### src/include/mioac_pkg.sv
// Constants, register map and carrier types of the motor I/O and alarm block
package mioac_pkg;
    localparam int unsigned CLK_HZ = 50_000_000;
    localparam int unsigned MS_PER_S = 1000;
    localparam int unsigned DEB_TIME_MS = 1;
    localparam int unsigned RAMP_TICK_MS = 1;
    localparam int unsigned HOLD_TIME_S = 5;
    localparam int unsigned IND_TIME_S = 1;
    localparam int unsigned DEB_CYC = CLK_HZ / MS_PER_S * DEB_TIME_MS;
    localparam int unsigned RAMP_CYC = CLK_HZ / MS_PER_S * RAMP_TICK_MS;
    localparam int unsigned HOLD_CYC = CLK_HZ * HOLD_TIME_S;
    localparam int unsigned IND_CYC = CLK_HZ * IND_TIME_S;
    localparam int unsigned CNT_W = 28;
    localparam int unsigned TACH_PULSES_REV = 12;
    localparam int unsigned SEC_PER_MIN = 60;
    localparam int unsigned TACH_STEP = 2 * TACH_PULSES_REV;
    localparam logic [31:0] TACH_WRAP = SEC_PER_MIN * CLK_HZ;
    localparam int unsigned NUM_IN = 6;
    localparam int unsigned NUM_OUT = 2;
    localparam int unsigned NUM_SETS = 4;
    localparam int unsigned ADDR_W = 8;
    // Input function codes
    localparam logic [2:0] FN_NONE = 3'h0;
    localparam logic [2:0] FN_FWD = 3'h1;
    localparam logic [2:0] FN_REV = 3'h2;
    localparam logic [2:0] FN_DS0 = 3'h3;
    localparam logic [2:0] FN_DS1 = 3'h4;
    localparam logic [2:0] FN_RST = 3'h5;
    localparam logic [2:0] FN_COAST = 3'h6;
    localparam logic [2:0] FN_EXT = 3'h7;
    // Output function codes
    localparam logic [1:0] OS_TACH = 2'h0;
    localparam logic [1:0] OS_ALMOK = 2'h1;
    localparam logic [1:0] OS_THERM = 2'h2;
    localparam logic [1:0] OS_WARN = 2'h3;
    localparam logic [3:0] ALM_NONE = 4'h0;
    localparam logic [3:0] ALM_EXT = 4'h1;
    localparam logic [3:0] ALM_PROT = 4'h2;
    localparam logic [1:0] IND_NONE = 2'h0;
    localparam logic [1:0] IND_LOCK = 2'h1;
    localparam logic [1:0] IND_UNLOCK = 2'h2;
    localparam logic [1:0] IND_LOCKED_EDIT = 2'h3;
    // Register byte addresses
    localparam logic [ADDR_W-1:0] A_CTRL = 8'h00;
    localparam logic [ADDR_W-1:0] A_IN_MAP = 8'h04;
    localparam logic [ADDR_W-1:0] A_OUT_MAP = 8'h08;
    localparam logic [ADDR_W-1:0] A_ACCEL = 8'h0c;
    localparam logic [ADDR_W-1:0] A_DECEL = 8'h10;
    localparam logic [ADDR_W-1:0] A_SPEED0 = 8'h14;
    localparam logic [ADDR_W-1:0] A_SPEED3 = 8'h20;
    localparam logic [ADDR_W-1:0] A_STATUS = 8'h24;
    localparam logic [ADDR_W-1:0] A_SPEED_NOW = 8'h28;
    localparam logic [17:0] RST_IN_MAP = 18'h2_e8d1;
    localparam logic [3:0] RST_OUT_MAP = 4'h4;
    localparam logic [15:0] RST_STEP = 16'h0002;
    localparam logic [1:0] RESP_OKAY = 2'h0;
    localparam logic [1:0] RESP_SLVERR = 2'h2;
    typedef struct packed {
        logic awvalid;
        logic [ADDR_W-1:0] awaddr;
        logic wvalid;
        logic [31:0] wdata;
        logic [3:0] wstrb;
        logic bready;
        logic arvalid;
        logic [ADDR_W-1:0] araddr;
        logic rready;
    } mioac_axi_req_t;
    typedef struct packed {
        logic awready;
        logic wready;
        logic bvalid;
        logic [1:0] bresp;
        logic arready;
        logic rvalid;
        logic [31:0] rdata;
        logic [1:0] rresp;
    } mioac_axi_rsp_t;
endpackage

### src/rtl/mioac_top.sv
// Motor terminal I/O, run control, alarm reaction and edit lock
`timescale 1ns/10ps
module mioac_top #(
    parameter int unsigned DEB_CYCLES = mioac_pkg::DEB_CYC,
    parameter int unsigned RAMP_CYCLES = mioac_pkg::RAMP_CYC,
    parameter int unsigned HOLD_CYCLES = mioac_pkg::HOLD_CYC,
    parameter int unsigned IND_CYCLES = mioac_pkg::IND_CYC
) (
    // Clock and reset
    input wire logic CLK,
    input wire logic RESET,
    // Register bus
    input wire mioac_pkg::mioac_axi_req_t AXI_REQ,
    output mioac_pkg::mioac_axi_rsp_t AXI_RSP,
    // Terminal and sensor pins
    input wire logic [5:0] IN_TERM,
    input wire logic THERMAL_PIN,
    input wire logic AC_POWER,
    input wire logic WARN_COND,
    input wire logic PROT_FAULT,
    // Panel
    input wire logic KEY_SET,
    input wire logic KEY_MODE,
    input wire logic TOP_SCREEN,
    // Motor drive and indications
    output logic [1:0] OUT_TERM,
    output logic MOTOR_DRIVE,
    output logic MOTOR_CW,
    output logic MOTOR_BRAKE,
    output logic [15:0] SPEED_REF,
    output logic ALARM_LED,
    output logic [3:0] ALARM_CODE,
    output logic [1:0] PANEL_IND,
    output logic EDIT_LOCKED
);
    import mioac_pkg::*;

    localparam int unsigned NUM_DEB = 9;
    localparam logic [CNT_W-1:0] DEB_LIM = CNT_W'(DEB_CYCLES - 1);
    localparam logic [CNT_W-1:0] RAMP_LIM = CNT_W'(RAMP_CYCLES - 1);
    localparam logic [CNT_W-1:0] HOLD_LIM = CNT_W'(HOLD_CYCLES);
    localparam logic [CNT_W-1:0] IND_LIM = CNT_W'(IND_CYCLES);

    typedef struct packed {
        logic [NUM_DEB-1:0] s1;
        logic [NUM_DEB-1:0] s2;
        logic [NUM_DEB-1:0] samp;
        logic [NUM_DEB-1:0] deb;
        logic [2:0] l1;
        logic [2:0] l2;
        logic [CNT_W-1:0] deb_cnt;
        logic [CNT_W-1:0] ramp_cnt;
        logic [CNT_W-1:0] hold_cnt;
        logic [CNT_W-1:0] ind_cnt;
        logic rst_prev;
        logic alarm;
        logic [3:0] alarm_code;
        logic lock;
        logic [1:0] ind;
        logic running;
        logic dir_rev;
        logic brake;
        logic [15:0] speed;
        logic [31:0] tach_acc;
        logic tach;
        logic [1:0] out_term;
        logic dir_swap;
        logic [NUM_IN-1:0][2:0] in_map;
        logic [NUM_OUT-1:0][1:0] out_map;
        logic [15:0] accel;
        logic [15:0] decel;
        logic [NUM_SETS-1:0][15:0] op_speed;
        logic aw_got;
        logic w_got;
        logic [ADDR_W-1:0] awaddr;
        logic [31:0] wdata;
        logic [3:0] wstrb;
        logic bvalid;
        logic [1:0] bresp;
        logic rvalid;
        logic [31:0] rdata;
        logic [1:0] rresp;
    } mioac_state_t;

    mioac_state_t r_ff;
    mioac_state_t nxt_r;

    // True when any terminal carrying the function is on
    function automatic logic fn_active(input logic [NUM_IN-1:0][2:0] map,
                                       input logic [NUM_IN-1:0] lvl,
                                       input logic [2:0] code);
        logic hit;
        hit = 1'b0;
        for (int i = 0; i < NUM_IN; i++) begin
            if (map[i] == code && lvl[i]) begin
                hit = 1'b1;
            end
        end
        return hit;
    endfunction

    function automatic logic [31:0] wr_merge(input logic [31:0] old,
                                             input logic [31:0] data,
                                             input logic [3:0] strb);
        logic [31:0] res;
        res = old;
        for (int b = 0; b < 4; b++) begin
            if (strb[b]) begin
                res[b*8 +: 8] = data[b*8 +: 8];
            end
        end
        return res;
    endfunction

    logic forward_run, reverse_run, coast, ext_trip, fault_rst, alarm_set, thermal_open;
    logic warn, key_one, ramp_tick, want, fire;
    logic [1:0] dsel;
    logic [15:0] target;
    logic [16:0] up_sum;
    logic [31:0] mrg;
    logic [31:0] rd_word;
    logic [ADDR_W-1:0] wa;

    assign forward_run = fn_active(r_ff.in_map, r_ff.deb[5:0], FN_FWD);
    assign reverse_run = fn_active(r_ff.in_map, r_ff.deb[5:0], FN_REV);
    assign coast = fn_active(r_ff.in_map, r_ff.deb[5:0], FN_COAST);
    assign fault_rst = fn_active(r_ff.in_map, r_ff.deb[5:0], FN_RST);
    assign ext_trip = fn_active(r_ff.in_map, 6'h3f, FN_EXT) &&
        !fn_active(r_ff.in_map, r_ff.deb[5:0], FN_EXT);
    assign dsel = {fn_active(r_ff.in_map, r_ff.deb[5:0], FN_DS1),
                   fn_active(r_ff.in_map, r_ff.deb[5:0], FN_DS0)};
    assign alarm_set = r_ff.l2[2] || ext_trip;
    assign thermal_open = r_ff.deb[6] && r_ff.l2[1];
    assign warn = r_ff.l2[0];
    assign key_one = (r_ff.deb[7] ^ r_ff.deb[8]) && TOP_SCREEN;
    assign ramp_tick = r_ff.ramp_cnt == RAMP_LIM;
    assign want = forward_run ^ reverse_run;
    assign fire = key_one && r_ff.hold_cnt == HOLD_LIM - 1'b1;
    assign wa = r_ff.awaddr;

    always_comb begin
        rd_word = 32'h0000_0000;
        if (AXI_REQ.araddr == A_CTRL) begin
            rd_word[0] = r_ff.dir_swap;
        end else if (AXI_REQ.araddr == A_IN_MAP) begin
            rd_word[17:0] = r_ff.in_map;
        end else if (AXI_REQ.araddr == A_OUT_MAP) begin
            rd_word[3:0] = r_ff.out_map;
        end else if (AXI_REQ.araddr == A_ACCEL) begin
            rd_word[15:0] = r_ff.accel;
        end else if (AXI_REQ.araddr == A_DECEL) begin
            rd_word[15:0] = r_ff.decel;
        end else if (AXI_REQ.araddr >= A_SPEED0 &&
                     AXI_REQ.araddr <= A_SPEED3) begin
            rd_word[15:0] = r_ff.op_speed[AXI_REQ.araddr[3:2] - 2'h1];
        end else if (AXI_REQ.araddr == A_STATUS) begin
            rd_word[17:0] = {dsel, 1'b0, thermal_open, warn, r_ff.dir_rev,
                r_ff.running, r_ff.ind, r_ff.lock, r_ff.alarm_code,
                3'h0, r_ff.alarm};
        end else if (AXI_REQ.araddr == A_SPEED_NOW) begin
            rd_word[15:0] = r_ff.speed;
        end
    end

    always_comb begin
        nxt_r = r_ff;
        target = 16'h0000;
        up_sum = 17'h0_0000;
        mrg = 32'h0000_0000;
        // Two-stage synchronisers, then a two-sample debounce of the terminals, thermal pin and keys
        nxt_r.s1 = {KEY_MODE, KEY_SET, THERMAL_PIN, IN_TERM};
        nxt_r.s2 = r_ff.s1;
        nxt_r.l1 = {PROT_FAULT, AC_POWER, WARN_COND};
        nxt_r.l2 = r_ff.l1;
        nxt_r.deb_cnt = r_ff.deb_cnt + 1'b1;
        if (r_ff.deb_cnt == DEB_LIM) begin
            nxt_r.deb_cnt = '0;
            nxt_r.samp = r_ff.s2;
            for (int i = 0; i < NUM_DEB; i++) begin
                if (r_ff.s2[i] == r_ff.samp[i]) begin
                    nxt_r.deb[i] = r_ff.s2[i];
                end
            end
        end
        nxt_r.ramp_cnt = ramp_tick ? '0 : r_ff.ramp_cnt + 1'b1;

        // Alarm: set wins over a clear in the same cycle
        nxt_r.rst_prev = fault_rst;
        if (fault_rst && !r_ff.rst_prev && !forward_run && !reverse_run) begin
            nxt_r.alarm = 1'b0;
            nxt_r.alarm_code = ALM_NONE;
        end
        if (alarm_set) begin
            if (!nxt_r.alarm) begin
                nxt_r.alarm_code = ext_trip ? ALM_EXT : ALM_PROT;
            end
            nxt_r.alarm = 1'b1;
        end

        // Run control
        if (r_ff.alarm || coast) begin
            nxt_r.running = 1'b0;
            nxt_r.speed = 16'h0000;
            nxt_r.brake = 1'b0;
        end else if (forward_run && reverse_run) begin
            nxt_r.running = 1'b0;
            nxt_r.speed = 16'h0000;
            nxt_r.brake = 1'b1;
        end else begin
            nxt_r.brake = 1'b0;
            if (want && r_ff.speed == 16'h0000) begin
                nxt_r.running = 1'b1;
                nxt_r.dir_rev = reverse_run;
            end
            if (want && nxt_r.dir_rev == reverse_run) begin
                target = r_ff.op_speed[dsel];
            end
            if (ramp_tick && r_ff.speed < target) begin
                up_sum = {1'b0, r_ff.speed} + {1'b0, r_ff.accel};
                nxt_r.speed = up_sum > {1'b0, target} ? target :
                    up_sum[15:0];
            end else if (ramp_tick && r_ff.speed > target) begin
                nxt_r.speed = r_ff.speed - target > r_ff.decel ?
                    r_ff.speed - r_ff.decel : target;
            end
            if (!want && r_ff.speed == 16'h0000) begin
                nxt_r.running = 1'b0;
            end
        end

        // Tach: two edges per pulse, twelve pulses per revolution
        nxt_r.tach_acc = r_ff.tach_acc + 32'(r_ff.speed) * TACH_STEP;
        if (nxt_r.tach_acc >= TACH_WRAP) begin
            nxt_r.tach_acc = nxt_r.tach_acc - TACH_WRAP;
            nxt_r.tach = !r_ff.tach;
        end

        for (int i = 0; i < NUM_OUT; i++) begin
            case (r_ff.out_map[i])
                OS_TACH: nxt_r.out_term[i] = r_ff.tach;
                OS_ALMOK: nxt_r.out_term[i] = !r_ff.alarm;
                OS_THERM: nxt_r.out_term[i] = thermal_open;
                default: nxt_r.out_term[i] = warn;
            endcase
        end

        // Panel hold keys and indications
        if (!key_one) begin
            nxt_r.hold_cnt = '0;
        end else if (r_ff.hold_cnt != HOLD_LIM) begin
            nxt_r.hold_cnt = r_ff.hold_cnt + 1'b1;
        end
        if (r_ff.ind_cnt != '0) begin
            nxt_r.ind_cnt = r_ff.ind_cnt - 1'b1;
            if (r_ff.ind_cnt == CNT_W'(1)) begin
                nxt_r.ind = IND_NONE;
            end
        end
        if (fire) begin
            nxt_r.lock = r_ff.deb[7];
            nxt_r.ind = r_ff.deb[7] ? IND_LOCK : IND_UNLOCK;
            nxt_r.ind_cnt = IND_LIM;
        end

        // Register bus
        if (AXI_REQ.awvalid && AXI_RSP.awready) begin
            nxt_r.aw_got = 1'b1;
            nxt_r.awaddr = AXI_REQ.awaddr;
        end
        if (AXI_REQ.wvalid && AXI_RSP.wready) begin
            nxt_r.w_got = 1'b1;
            nxt_r.wdata = AXI_REQ.wdata;
            nxt_r.wstrb = AXI_REQ.wstrb;
        end
        if (r_ff.bvalid && AXI_REQ.bready) begin
            nxt_r.bvalid = 1'b0;
        end
        if (r_ff.aw_got && r_ff.w_got) begin
            nxt_r.aw_got = 1'b0;
            nxt_r.w_got = 1'b0;
            nxt_r.bvalid = 1'b1;
            nxt_r.bresp = RESP_OKAY;
            if (wa == A_CTRL) begin
                mrg = wr_merge({31'h0, r_ff.dir_swap}, r_ff.wdata,
                    r_ff.wstrb);
                nxt_r.dir_swap = mrg[0];
            end else if (wa == A_IN_MAP) begin
                mrg = wr_merge({14'h0, r_ff.in_map}, r_ff.wdata, r_ff.wstrb);
                nxt_r.in_map = mrg[17:0];
            end else if (wa == A_OUT_MAP) begin
                mrg = wr_merge({28'h0, r_ff.out_map}, r_ff.wdata,
                    r_ff.wstrb);
                nxt_r.out_map = mrg[3:0];
            end else if (wa == A_ACCEL) begin
                mrg = wr_merge({16'h0, r_ff.accel}, r_ff.wdata, r_ff.wstrb);
                nxt_r.accel = mrg[15:0];
            end else if (wa == A_DECEL) begin
                mrg = wr_merge({16'h0, r_ff.decel}, r_ff.wdata, r_ff.wstrb);
                nxt_r.decel = mrg[15:0];
            end else if (wa >= A_SPEED0 && wa <= A_SPEED3) begin
                mrg = wr_merge({16'h0, r_ff.op_speed[wa[3:2] - 2'h1]},
                    r_ff.wdata, r_ff.wstrb);
                nxt_r.op_speed[wa[3:2] - 2'h1] = mrg[15:0];
            end else begin
                nxt_r.bresp = RESP_SLVERR;
            end
            if (r_ff.lock && wa <= A_SPEED3) begin
                nxt_r.dir_swap = r_ff.dir_swap;
                nxt_r.in_map = r_ff.in_map;
                nxt_r.out_map = r_ff.out_map;
                nxt_r.accel = r_ff.accel;
                nxt_r.decel = r_ff.decel;
                nxt_r.op_speed = r_ff.op_speed;
                nxt_r.bresp = RESP_SLVERR;
                nxt_r.ind = IND_LOCKED_EDIT;
                nxt_r.ind_cnt = IND_LIM;
            end
        end
        if (r_ff.rvalid && AXI_REQ.rready) begin
            nxt_r.rvalid = 1'b0;
        end
        if (AXI_REQ.arvalid && AXI_RSP.arready) begin
            nxt_r.rvalid = 1'b1;
            nxt_r.rdata = rd_word;
            nxt_r.rresp = AXI_REQ.araddr > A_SPEED_NOW ? RESP_SLVERR :
                RESP_OKAY;
        end
    end

    always_ff @(posedge CLK) begin
        if (RESET) begin
            r_ff <= '0;
            r_ff.in_map <= RST_IN_MAP;
            r_ff.out_map <= RST_OUT_MAP;
            r_ff.accel <= RST_STEP;
            r_ff.decel <= RST_STEP;
        end else begin
            r_ff <= nxt_r;
        end
    end

    assign AXI_RSP.awready = !r_ff.aw_got && !r_ff.bvalid;
    assign AXI_RSP.wready = !r_ff.w_got && !r_ff.bvalid;
    assign AXI_RSP.bvalid = r_ff.bvalid;
    assign AXI_RSP.bresp = r_ff.bresp;
    assign AXI_RSP.arready = !r_ff.rvalid;
    assign AXI_RSP.rvalid = r_ff.rvalid;
    assign AXI_RSP.rdata = r_ff.rdata;
    assign AXI_RSP.rresp = r_ff.rresp;
    assign OUT_TERM = r_ff.out_term;
    assign MOTOR_DRIVE = r_ff.running;
    assign MOTOR_CW = !(r_ff.dir_rev ^ r_ff.dir_swap);
    assign MOTOR_BRAKE = r_ff.brake;
    assign SPEED_REF = r_ff.speed;
    assign ALARM_LED = r_ff.alarm;
    assign ALARM_CODE = r_ff.alarm_code;
    assign PANEL_IND = r_ff.ind;
    assign EDIT_LOCKED = r_ff.lock;
endmodule

### config.mk
export PLATFORM = sky130hd
export DESIGN_NAME = mioac_top
export DESIGN_NICKNAME = d
export VERILOG_FILES = /design/src/include/mioac_pkg.sv /design/src/rtl/mioac_top.sv
export SDC_FILE = /design/constraint.sdc
export NUM_CORES = 1
export LEC_CHECK = 0
export BUFFER_PORTS_ARGS = -buffer_cell sky130_fd_sc_hd__buf_4
export CORE_AREA = 4 4 171 297
export CTS_BUF_LIST = sky130_fd_sc_hd__clkbuf_16
export DETAILED_ROUTE_END_ITERATION = 10
export DIE_AREA = 0 0 175 301
export MAX_ROUTING_LAYER = met4
export PLACE_DENSITY = 0.74
export SYNTH_ARGS = -nofsm -noshare
export SYNTH_HDL_FRONTEND = slang
export SYNTH_SLANG_ARGS = --single-unit
### constraint.sdc
create_clock -name CLK -period 8.32 [get_ports CLK]
set_input_delay 1.664 -clock CLK [delete_from_list [all_inputs] [get_ports CLK]]
set_output_delay 1.664 -clock CLK [all_outputs]
set_load 0.01 [all_outputs]
==> results of run 1 <==
==> kinds of logic after synthesis <==
family | after synthesis | synth area share, %
AND/OR/NAND/NOR | 1231 | 24.6
AO/OA/AOI/OAI | 619 | 16.9
flip-flops | 386 | 32.2
buffers and inverters | 266 | 5.19
XOR/XNOR | 165 | 6.03
adder cells (fa/ha/maj) | 147 | 7.83
multiplexers | 128 | 7.19
other | 1 | 0.0156
==> final cells by class <==
cell class / count / area [um^2]
sequential: 386 / 7730
inverter: 76 / 285
fill: 4548 / 22300
tap: 654 / 818
clock buffer: 40 / 1000
timing repair buffer: 142 / 1070
multi-input combinational: 2306 / 15100
clock inverter: 28 / 199
==> synthesized netlist by cell type (all sizes together) (15+ instances only) <==
master  number
nor2       393
buf         75
a221oi      23
xnor2       89
inv         76
o21a        24
a22oi       29
mux2i       63
nand2b      15
ha         142
a211oi      32
mux4        32
a31oi       16
a21o        47
o21ai      117
nand3       99
and2        39
a21oi      196
mux2        33
clkbuf     115
nor2b       40
nand4       55
nor3       134
dfxtp      386
nor4        25
xor2        76
o211ai      32
or3         40
and3        35
nand2      280
==> registers in the layout (all words and copies together), names as in the netlist <==
name,flops
PANEL_IND,2
wa,8
MOTOR_BRAKE,1
MOTOR_DRIVE,1
AXI_RSP,22
ALARM_LED,1
EDIT_LOCKED,1
r_ff,316
ALARM_CODE,4
nxt_r,12
SPEED_REF,16
OUT_TERM,2
==> worst reg2reg max path: cells and delay by family, from the launching register on <==
| family | cells | cell delay, ns |
|---|---|---|
| AOI/OAI and AO/OA | 13 | 3.48 |
| adders and majority gates | 3 | 1.09 |
| xor gates and xnor gates | 1 | 0.08 |
| and+or+nand+nor | 8 | 2.13 |
| buffers and inverters | 1 | 0.17 |
| DFF | 1 | 0.46 |
==> per-layer routing <==
layer	share of wire [%]	routed length [um]	up-vias	global-route usage [%]
met5	0	0	-	-
met4	11	8120	0	24.6
met3	6.3	4780	366	4.25
met2	49	37100	960	49.0
met1	35	26400	10500	29.2
li1	-	-	10500	-
==> report_power, final <==
| part | switching [mW] | internal, mW |
|---|---|---|
| clock | 0.778 | 0.912 |
| sequential | 0.0828 | 1.93 |
| combinational | 0.320 | 0.236 |
==> per-stage QoR <==
| step | setup slack [ns] | power [mW] |
|---|---|---|
| 2_1_floorplan | 1.94 | 2.45 |
| 3_3_place_gp | 1.06 | 2.57 |
| 3_5_place_dp | 0.880 | 2.59 |
| 4_1_cts | 0.875 | 4.27 |
| 5_1_grt | 0.181 | 4.42 |
| 6_report | 0.809 | 4.26 |
==> worst paths after layout <==
kind	slack (ns)	from	depth (start not counted)	end
worst max-delay path	0.81	r_ff[185]	26	SPEED_REF[10]
worst min-delay path	0.43	nxt_r[408]	1	r_ff[408]
worst max register to register	0.81	r_ff[185]	26	SPEED_REF[10]
worst min register to register	0.43	nxt_r[408]	1	r_ff[408]
==> impl_results.md, run 1 <==
* WP buf/inv at 1
* PD cells at 163 nW/um^2
* Final core utilization at 54.0%
* Worst-skew pair later-pin latency at 0.57 ns
* Design area at 26200 um^2
* Most frequent CP cell: nor2_1
* Largest net degree at the start of global routing at 109
* Worst Hold Class: reg2reg
* Placer Congestion at 1.03
* Area fraction of the dominant cell type after synthesis at 32.2%
* Area contributors post-synth: dfxtp_1 32%, ha_1 7.4%, nor2_1 6.2%, nand2_1 4.4%, a21oi_1 4.0%
* Post-CTS Resized at 0
* Worst EP required at 8.81 ns
* Post-Syn Area at 24000 um^2
* Die height at 301 um
* Layout cell share with drive strength beyond 1 at 10.2%
* Input/output buffers at 110
* CP endpoint kind: flip-flop
* Initial Utilization at 49.5%
* Die W at 175 um
* Tightest Pin Transition at 1.26 ns
* DP HPWL at 57.6 mm
* CTS tree: done
* Placed Instance Area at 25000 um^2
* Crit-path max cell delay at 0.72 ns
* Unique masters post-synth at 89
* Arr. time, crit path at 8.00 ns
* Clk slew on worst S/H paths at 0.06 ns
* Antenna Nets Post-Route at 0
* Status: completed
* NumNets Final at 3171
* Max FO, Critical Path at 18
* Setup bufs post-CTS at 0
* Fin crit period at 7.51 ns
* Worst hold margin at 0.434 ns
* Post-synthesis async set-or-reset flop share at 0%
* Final Hold Viols at 0
* Number of synthesized flops with an enable pin at 0
* RSZ-0062 raised after global routing: false
* Gr usage total at 28.9%
* Routed WL per cell at 21.0 um
* First-pass GRT wire length at 118 mm
* Startpoint types: flip-flop
* 1st-iter DRT viols at 1533
* TritonRoute pass-1 iters at 8
* Hold_buf cts at 0
* Ant. Diodes at 0
* Syn Inst Count at 2943
* Fin crit share at 90.3%
* Clock Path Buffers at 3
* Clk root buf: clkbuf_16
* Initial antenna violation count at 0
* Congestion Overflow GR at 0
* Slew Viols, Final at 0
* # IOs at 142
* P&R area growth vs syn at 9.18%
* Flops & latches, synth at 386
* Avg Synthesized Cell Area at 8.15 um^2
* Leak at 10.6 nW
* Cell family contributing the most delay on the critical path: compound AO/OA/AOI/OAI gates
* Drt via density at 6.15
* CTS Buf Count at 40
* Die area at 52700 um^2
* Finished Layout Cells at 3632
* Vias in the first global route at 22000
* F_max at 133 MHz
* DR vias at 22300
* Placed cell count at 3564
* Num rows at 107
* Area leader, netlist: dfxtp_1
* Peak supply drop at 0.132 mV
* Max cap viols at 0
* Relative slew slack at 15.7%
* Post-synthesis sequential area ratio at 32.2%
* H-tree Lvls at 2
* Most frequent cells in the layout: 392 x nor2_1, 386 x dfxtp_1, 280 x nand2_1, 194 x a21oi_1, 142 x ha_1
* Final wirelength at 76.4 mm
* Worst path slowest cell: nor2_1
* Core Region at 48500 um^2
* Setup TNS at 0 ns
* Crit Path Category: reg2reg
* Commonest non-fill, non-tap cell in the layout: nor2_1
* Setup violations, final at 0
* DRC Markers at 0
* Main flop type after synthesis: dfxtp_1
* Clock sinks at 386
* Syn. warnings at 0
* Clock Skew at 0.0183 ns
Power figures use the tool's default switching activity.
==> run 2: changes to the inputs <==
--- a/config.mk
+++ b/config.mk
@@ -7,7 +7,7 @@
 export LEC_CHECK = 0
 export BUFFER_PORTS_ARGS = -buffer_cell sky130_fd_sc_hd__buf_4
 export CORE_AREA = 4 4 171 297
-export CTS_BUF_LIST = sky130_fd_sc_hd__clkbuf_16
+export CTS_BUF_LIST = sky130_fd_sc_hd__clkbuf_8
 export DETAILED_ROUTE_END_ITERATION = 10
 export DIE_AREA = 0 0 175 301
 export MAX_ROUTING_LAYER = met4
==> impl_results.md, run 2 (synthesis results as in run 1) <==
* Status: completed
* Peak supply drop at 0.122 mV
* Pre-CTS setup slack at 0.880 ns
* Initial Utilization at 49.5%
* Most frequent cells in the layout: 392 x nor2_1, 386 x dfxtp_1, 280 x nand2_1, 194 x a21oi_1, 142 x ha_1
* Final core utilization at 54.4%
* TritonRoute pass-1 iters at 6
* Antenna Nets Post-Route at 0
* Switching Share at 28.1%
* Clk slew on worst S/H paths at 0.07 ns
* Design area at 26300 um^2
* Critical Path End: r_ff[225]
* Most flops, register: r_ff
* Critical path origin: SPEED_REF[1]
* Max reg flops at 316
* Placer Congestion at 1.03
* PD cells at 164 nW/um^2
* Fin crit period at 7.55 ns
* Power, Total at 4.33 mW
* Clock Skew at 0.0474 ns
* Input/output buffers at 110
* Layout cell share with drive strength beyond 1 at 11.6%
* Congestion Overflow GR at 0
* H-tree Lvls at 2
* Worst hold margin at 0.443 ns
* Startpoint types: flip-flop
* Setup slack after layout at 0.771 ns
* Clock Path Buffers at 3
* Finished Layout Cells at 3680
* # IOs at 142
* Initial antenna violation count at 2
* Gr usage total at 29.1%
* Num rows at 107
* DP HPWL at 57.6 mm
* M3 GR Usage at 4.62%
* Commonest non-fill, non-tap cell in the layout: nor2_1
* Die W at 175 um
* Clock power frac at 40.7%
* RSZ-0062 raised after global routing: false
* R2R depth at 22
* Post-CTS Resized at 0
* Reg-to-Reg Start: SPEED_REF[1]
* GR met1 Demand/Resource at 29.0%
* Max cap viols at 0
* CTS tree: done
* Routed WL per cell at 21.0 um
* Worst-skew pair later-pin latency at 0.69 ns
* F_max at 132 MHz
* Setup bufs post-CTS at 0
* Die height at 301 um
* Sequential share of power at 46.4%
* Largest net degree at the start of global routing at 109
* Tightest Pin Transition at 1.24 ns
* Fin crit share at 90.7%
* Leak at 10.7 nW
* Worst EP required at 8.83 ns
* 1st-iter DRT viols at 1724
* NumNets Final at 3192
* Grt peak-use layer: met2
* Met2 Usage GRT at 49.9%
* Relative slew slack at 17.0%
* Core Region at 48500 um^2
* Setup TNS at 0 ns
* Hold_buf cts at 0
* Final Hold Viols at 0
* Vias in the first global route at 22100
* Drt via density at 6.09
* Arr. time, crit path at 8.06 ns
* Clk root buf: clkbuf_8
* Max FO, Critical Path at 16
* Placed Instance Area at 25000 um^2
* Setup violations, final at 0
* First-pass GRT wire length at 119 mm
* CP endpoint kind: flip-flop
* Placed cell count at 3564
* Crit Path Category: reg2reg
* P&R area growth vs syn at 9.86%
* Final wirelength at 77.3 mm
* CTS Buf Count at 61
* DR vias at 22400
* Slew Viols, Final at 0
* Reg2reg setup slack at 0.77 ns
* Clock sinks at 386
* Worst Hold Class: reg2reg
* Die area at 52700 um^2
* DRC Markers at 0
* Sw power at 1.22 mW
* Int Pwr at 3.11 mW
* Reg-to-Reg End: r_ff[225]
* Comb power frac at 12.9%
## run 2: changes by cell type in the layout (fill, tap and decap cells not counted)
cell	previous run	this run
inv_1	84	91
clkinv_2	6	8
inv_6	0	1
clkinv_16	1	0
diode_2	0	3
clkinvlp_4	0	2
bufinv_16	1	2
clkbuf_16	40	0
clkbuf_8	1	83
clkinv_1	9	0
## run 2: how the worst min path moves through the flow
stage / start / to / slack (ns) / cells past startpoint
after floorplan: r_ff[322] / r_ff[322] / 0.41 / 1
after global placement: nxt_r[379] / r_ff[379] / 0.42 / 1
after detailed placement: nxt_r[409] / r_ff[409] / 0.43 / 1
after CTS: r_ff[322] / r_ff[322] / 0.45 / 1
after global routing: nxt_r[408] / r_ff[408] / 0.45 / 1
final: nxt_r[408] / r_ff[408] / 0.44 / 1
## run 2: critical path, stage by stage (launching register included)
cell and delay (ns):
dfxtp_1 0.56, ha_1 0.35, fa_1 0.41, a21o_1 0.18, a21oi_1 0.22, o21bai_1 0.10, a21oi_1 0.23, o21ai_0 0.11
a21oi_1 0.32, o211ai_1 0.19, a31o_2 0.26, a21oi_1 0.38, xnor2_1 0.15, ha_1 0.40, a21oi_1 0.39, o21ai_1 0.26
nor3b_2 0.61, o31ai_1 0.28, xnor2_1 0.46, o221ai_1 0.35, a21oi_2 0.78, o21ai_0 0.21, nor3b_1 0.18
## run 2: power by group through the flow
stage                     clock, mW  combinational [mW]  sequential (mW)
after global routing           1.86               0.616             2.02
after global placement            0               0.533             2.04
final                          1.76               0.559             2.01
after detailed placement          0               0.549             2.05
after CTS                      1.79               0.554             2.01
after floorplan                   0               0.430             2.02
## run 2: metal layers
| layer | wire length, um | share of wire [%] |
|---|---|---|
| met5 | 0 | 0 |
| met3 | 4750 | 6.2 |
| met4 | 7660 | 9.9 |
| met1 | 26900 | 35 |
| met2 | 38000 | 49 |
## run 2: cell type report
class / count / area (um^2)
Antenna cell: 3 / 7.51
Clock buffer: 82 / 1130
Clock inverter: 31 / 225
Fill cell: 4571 / 22100
Inverter: 76 / 285
Multi-Input combinational cell: 2306 / 15100
Sequential cell: 386 / 7730
Tap cell: 654 / 818
Timing Repair Buffer: 142 / 1070
==> run 3: changes to the inputs <==
--- a/config.mk
+++ b/config.mk
@@ -5,7 +5,7 @@
 export SDC_FILE = /design/constraint.sdc
 export NUM_CORES = 1
 export LEC_CHECK = 0
-export BUFFER_PORTS_ARGS = -buffer_cell sky130_fd_sc_hd__buf_4
+export BUFFER_PORTS_ARGS = -buffer_cell sky130_fd_sc_hd__buf_2
 export CORE_AREA = 4 4 171 297
 export CTS_BUF_LIST = sky130_fd_sc_hd__clkbuf_8
 export DETAILED_ROUTE_END_ITERATION = 10
==> impl_results.md, run 3 (synthesis results as in run 1) <==
* Status: completed
* Die W at 175 um
* Most flops, register: r_ff
* Drt via density at 6.11
* Max FO, Critical Path at 18
* DP HPWL at 57.5 mm
* RSZ-0062 raised after global routing: false
* Worst path slowest cell: nor2_1
* Tightest Pin Transition at 1.23 ns
* P&R area growth vs syn at 8.16%
* Worst path cell trace: nor4bb_1 -> nor3_1 -> o311ai_0 -> ha_1 -> o21a_1 -> o211ai_1 -> ha_1 -> a21o_1 -> a21o_1 -> a221oi_1 -> o21ai_1 -> xor2_1 -> ha_1 -> nand2_1 -> or2_2 -> nor2_1 -> a21boi_0 -> o2111a_1 -> nor2_1 -> buf_4 -> nor2_1 -> a221oi_1 -> a21oi_1
* Largest net degree at the start of global routing at 108
* Hold_buf cts at 0
* F_max at 129 MHz
* Antenna Nets Post-Route at 0
* Peak supply drop at 0.123 mV
* Worst Hold Class: reg2reg
* Crit-path max cell delay at 0.80 ns
* Initial Utilization at 49.5%
* Placer Congestion at 1.01
* H-tree Lvls at 2
* CTS tree: done
* Input/output buffers at 110
* Leak at 10.6 nW
* Gr usage total at 28.9%
* Core Region at 48500 um^2
* Most frequent cells in the layout: 392 x nor2_1, 386 x dfxtp_1, 280 x nand2_1, 194 x a21oi_1, 142 x ha_1
* Die area at 52700 um^2
* Startpoint types: flip-flop
* # IOs at 142
* Clock sinks at 386
* Arr. time, crit path at 8.32 ns
* Layout cell share with drive strength beyond 1 at 11.3%
* Clock Skew at 0.0224 ns
* DR vias at 22400
* Fin crit period at 7.76 ns
* Max cap viols at 0
* Die height at 301 um
* Reg2reg setup slack at 0.56 ns
* Crit Path Category: reg2reg
* Setup violations, final at 0
* 1st-iter DRT viols at 1793
* CP endpoint kind: flip-flop
* Setup TNS at 0 ns
* Max reg flops at 316
* Num rows at 107
* Vias in the first global route at 22100
* CTS Buf Count at 58
* TritonRoute pass-1 iters at 5
* Initial antenna violation count at 2
* Worst EP required at 8.88 ns
* Final Hold Viols at 0
* Congestion Overflow GR at 0
* DRC Markers at 0
* Power, Total at 4.19 mW
* First-pass GRT wire length at 118 mm
* Routed WL per cell at 21.0 um
* Relative slew slack at 17.9%
* Post-CTS Resized at 0
* Setup bufs post-CTS at 0
* Pre-CTS setup slack at 0.856 ns
* Setup slack after layout at 0.563 ns
* Clock Path Buffers at 3
* Fin crit share at 93.2%
* Worst-skew pair later-pin latency at 0.65 ns
* Slew Viols, Final at 0
* PD cells at 162 nW/um^2
* Clk slew on worst S/H paths at 0.06 ns
* NumNets Final at 3189
* Final wirelength at 77.0 mm
* Final core utilization at 53.5%
* Clk root buf: clkbuf_8
* Commonest non-fill, non-tap cell in the layout: nor2_1
## run 3: changes by cell type in the layout (fill, tap and decap cells not counted), sizes merged
cell / delta
clkbuf: -8
inv: +3
clkinv: -2
clkinvlp: -1
## run 3: final timing paths
check	start	end	cells after the start
max	r_ff[201]	SPEED_REF[2]	23
min	nxt_r[378]	r_ff[378]	1
max reg2reg	r_ff[201]	SPEED_REF[2]	23
min reg2reg	nxt_r[378]	r_ff[378]	1
## run 3: critical path: cells and delay by family (launching register included)
| kind | cells | cell delay [ns] |
|---|---|---|
| flip-flops | 1 | 0.51 |
| XOR/XNOR | 1 | 0.19 |
| buffers and inverters | 1 | 0.17 |
| adder cells (fa/ha/maj) | 3 | 1.32 |
| AND/OR/NAND/NOR | 7 | 1.77 |
| AO/OA/AOI/OAI | 11 | 3.69 |
## run 3: stage by stage
stage,hold WS (ns),cells,instance area [um^2]
after global placement,0.417,3564,24700
after global routing,0.459,3671,25900
final,0.440,3672,25900
after floorplan,0.413,2958,24000
after CTS,0.447,3669,25900
after detailed placement,0.423,3564,24700
## run 3: per-layer routing
| layer | GRT usage [%] | wire [um] |
|---|---|---|
| met1 | 28.8 | 26700 |
| met2 | 49.5 | 37800 |
| met3 | 3.89 | 4410 |
| met4 | 24.7 | 8090 |
| met5 | - | 0 |
## run 3: area by class of cell
| class | instances | area, um^2 |
|---|---|---|
| well taps | 654 | 818 |
| inverters | 76 | 285 |
| clock inverters | 31 | 201 |
| clock buffers | 74 | 1020 |
| fillers | 4609 | 22500 |
| diodes | 3 | 7.51 |
| multi-input cells | 2306 | 15100 |
| flip-flops and latches | 386 | 7730 |
| repair buffers | 142 | 800 |
## run 3: report_power, final
part,total (mW),leakage (nW),switching [mW],internal [mW]
clock network,1.63,0.702,0.768,0.862
logic,0.547,6.79,0.320,0.227
registers,2.01,3.13,0.0861,1.93
total,4.19,10.6,1.17,3.01
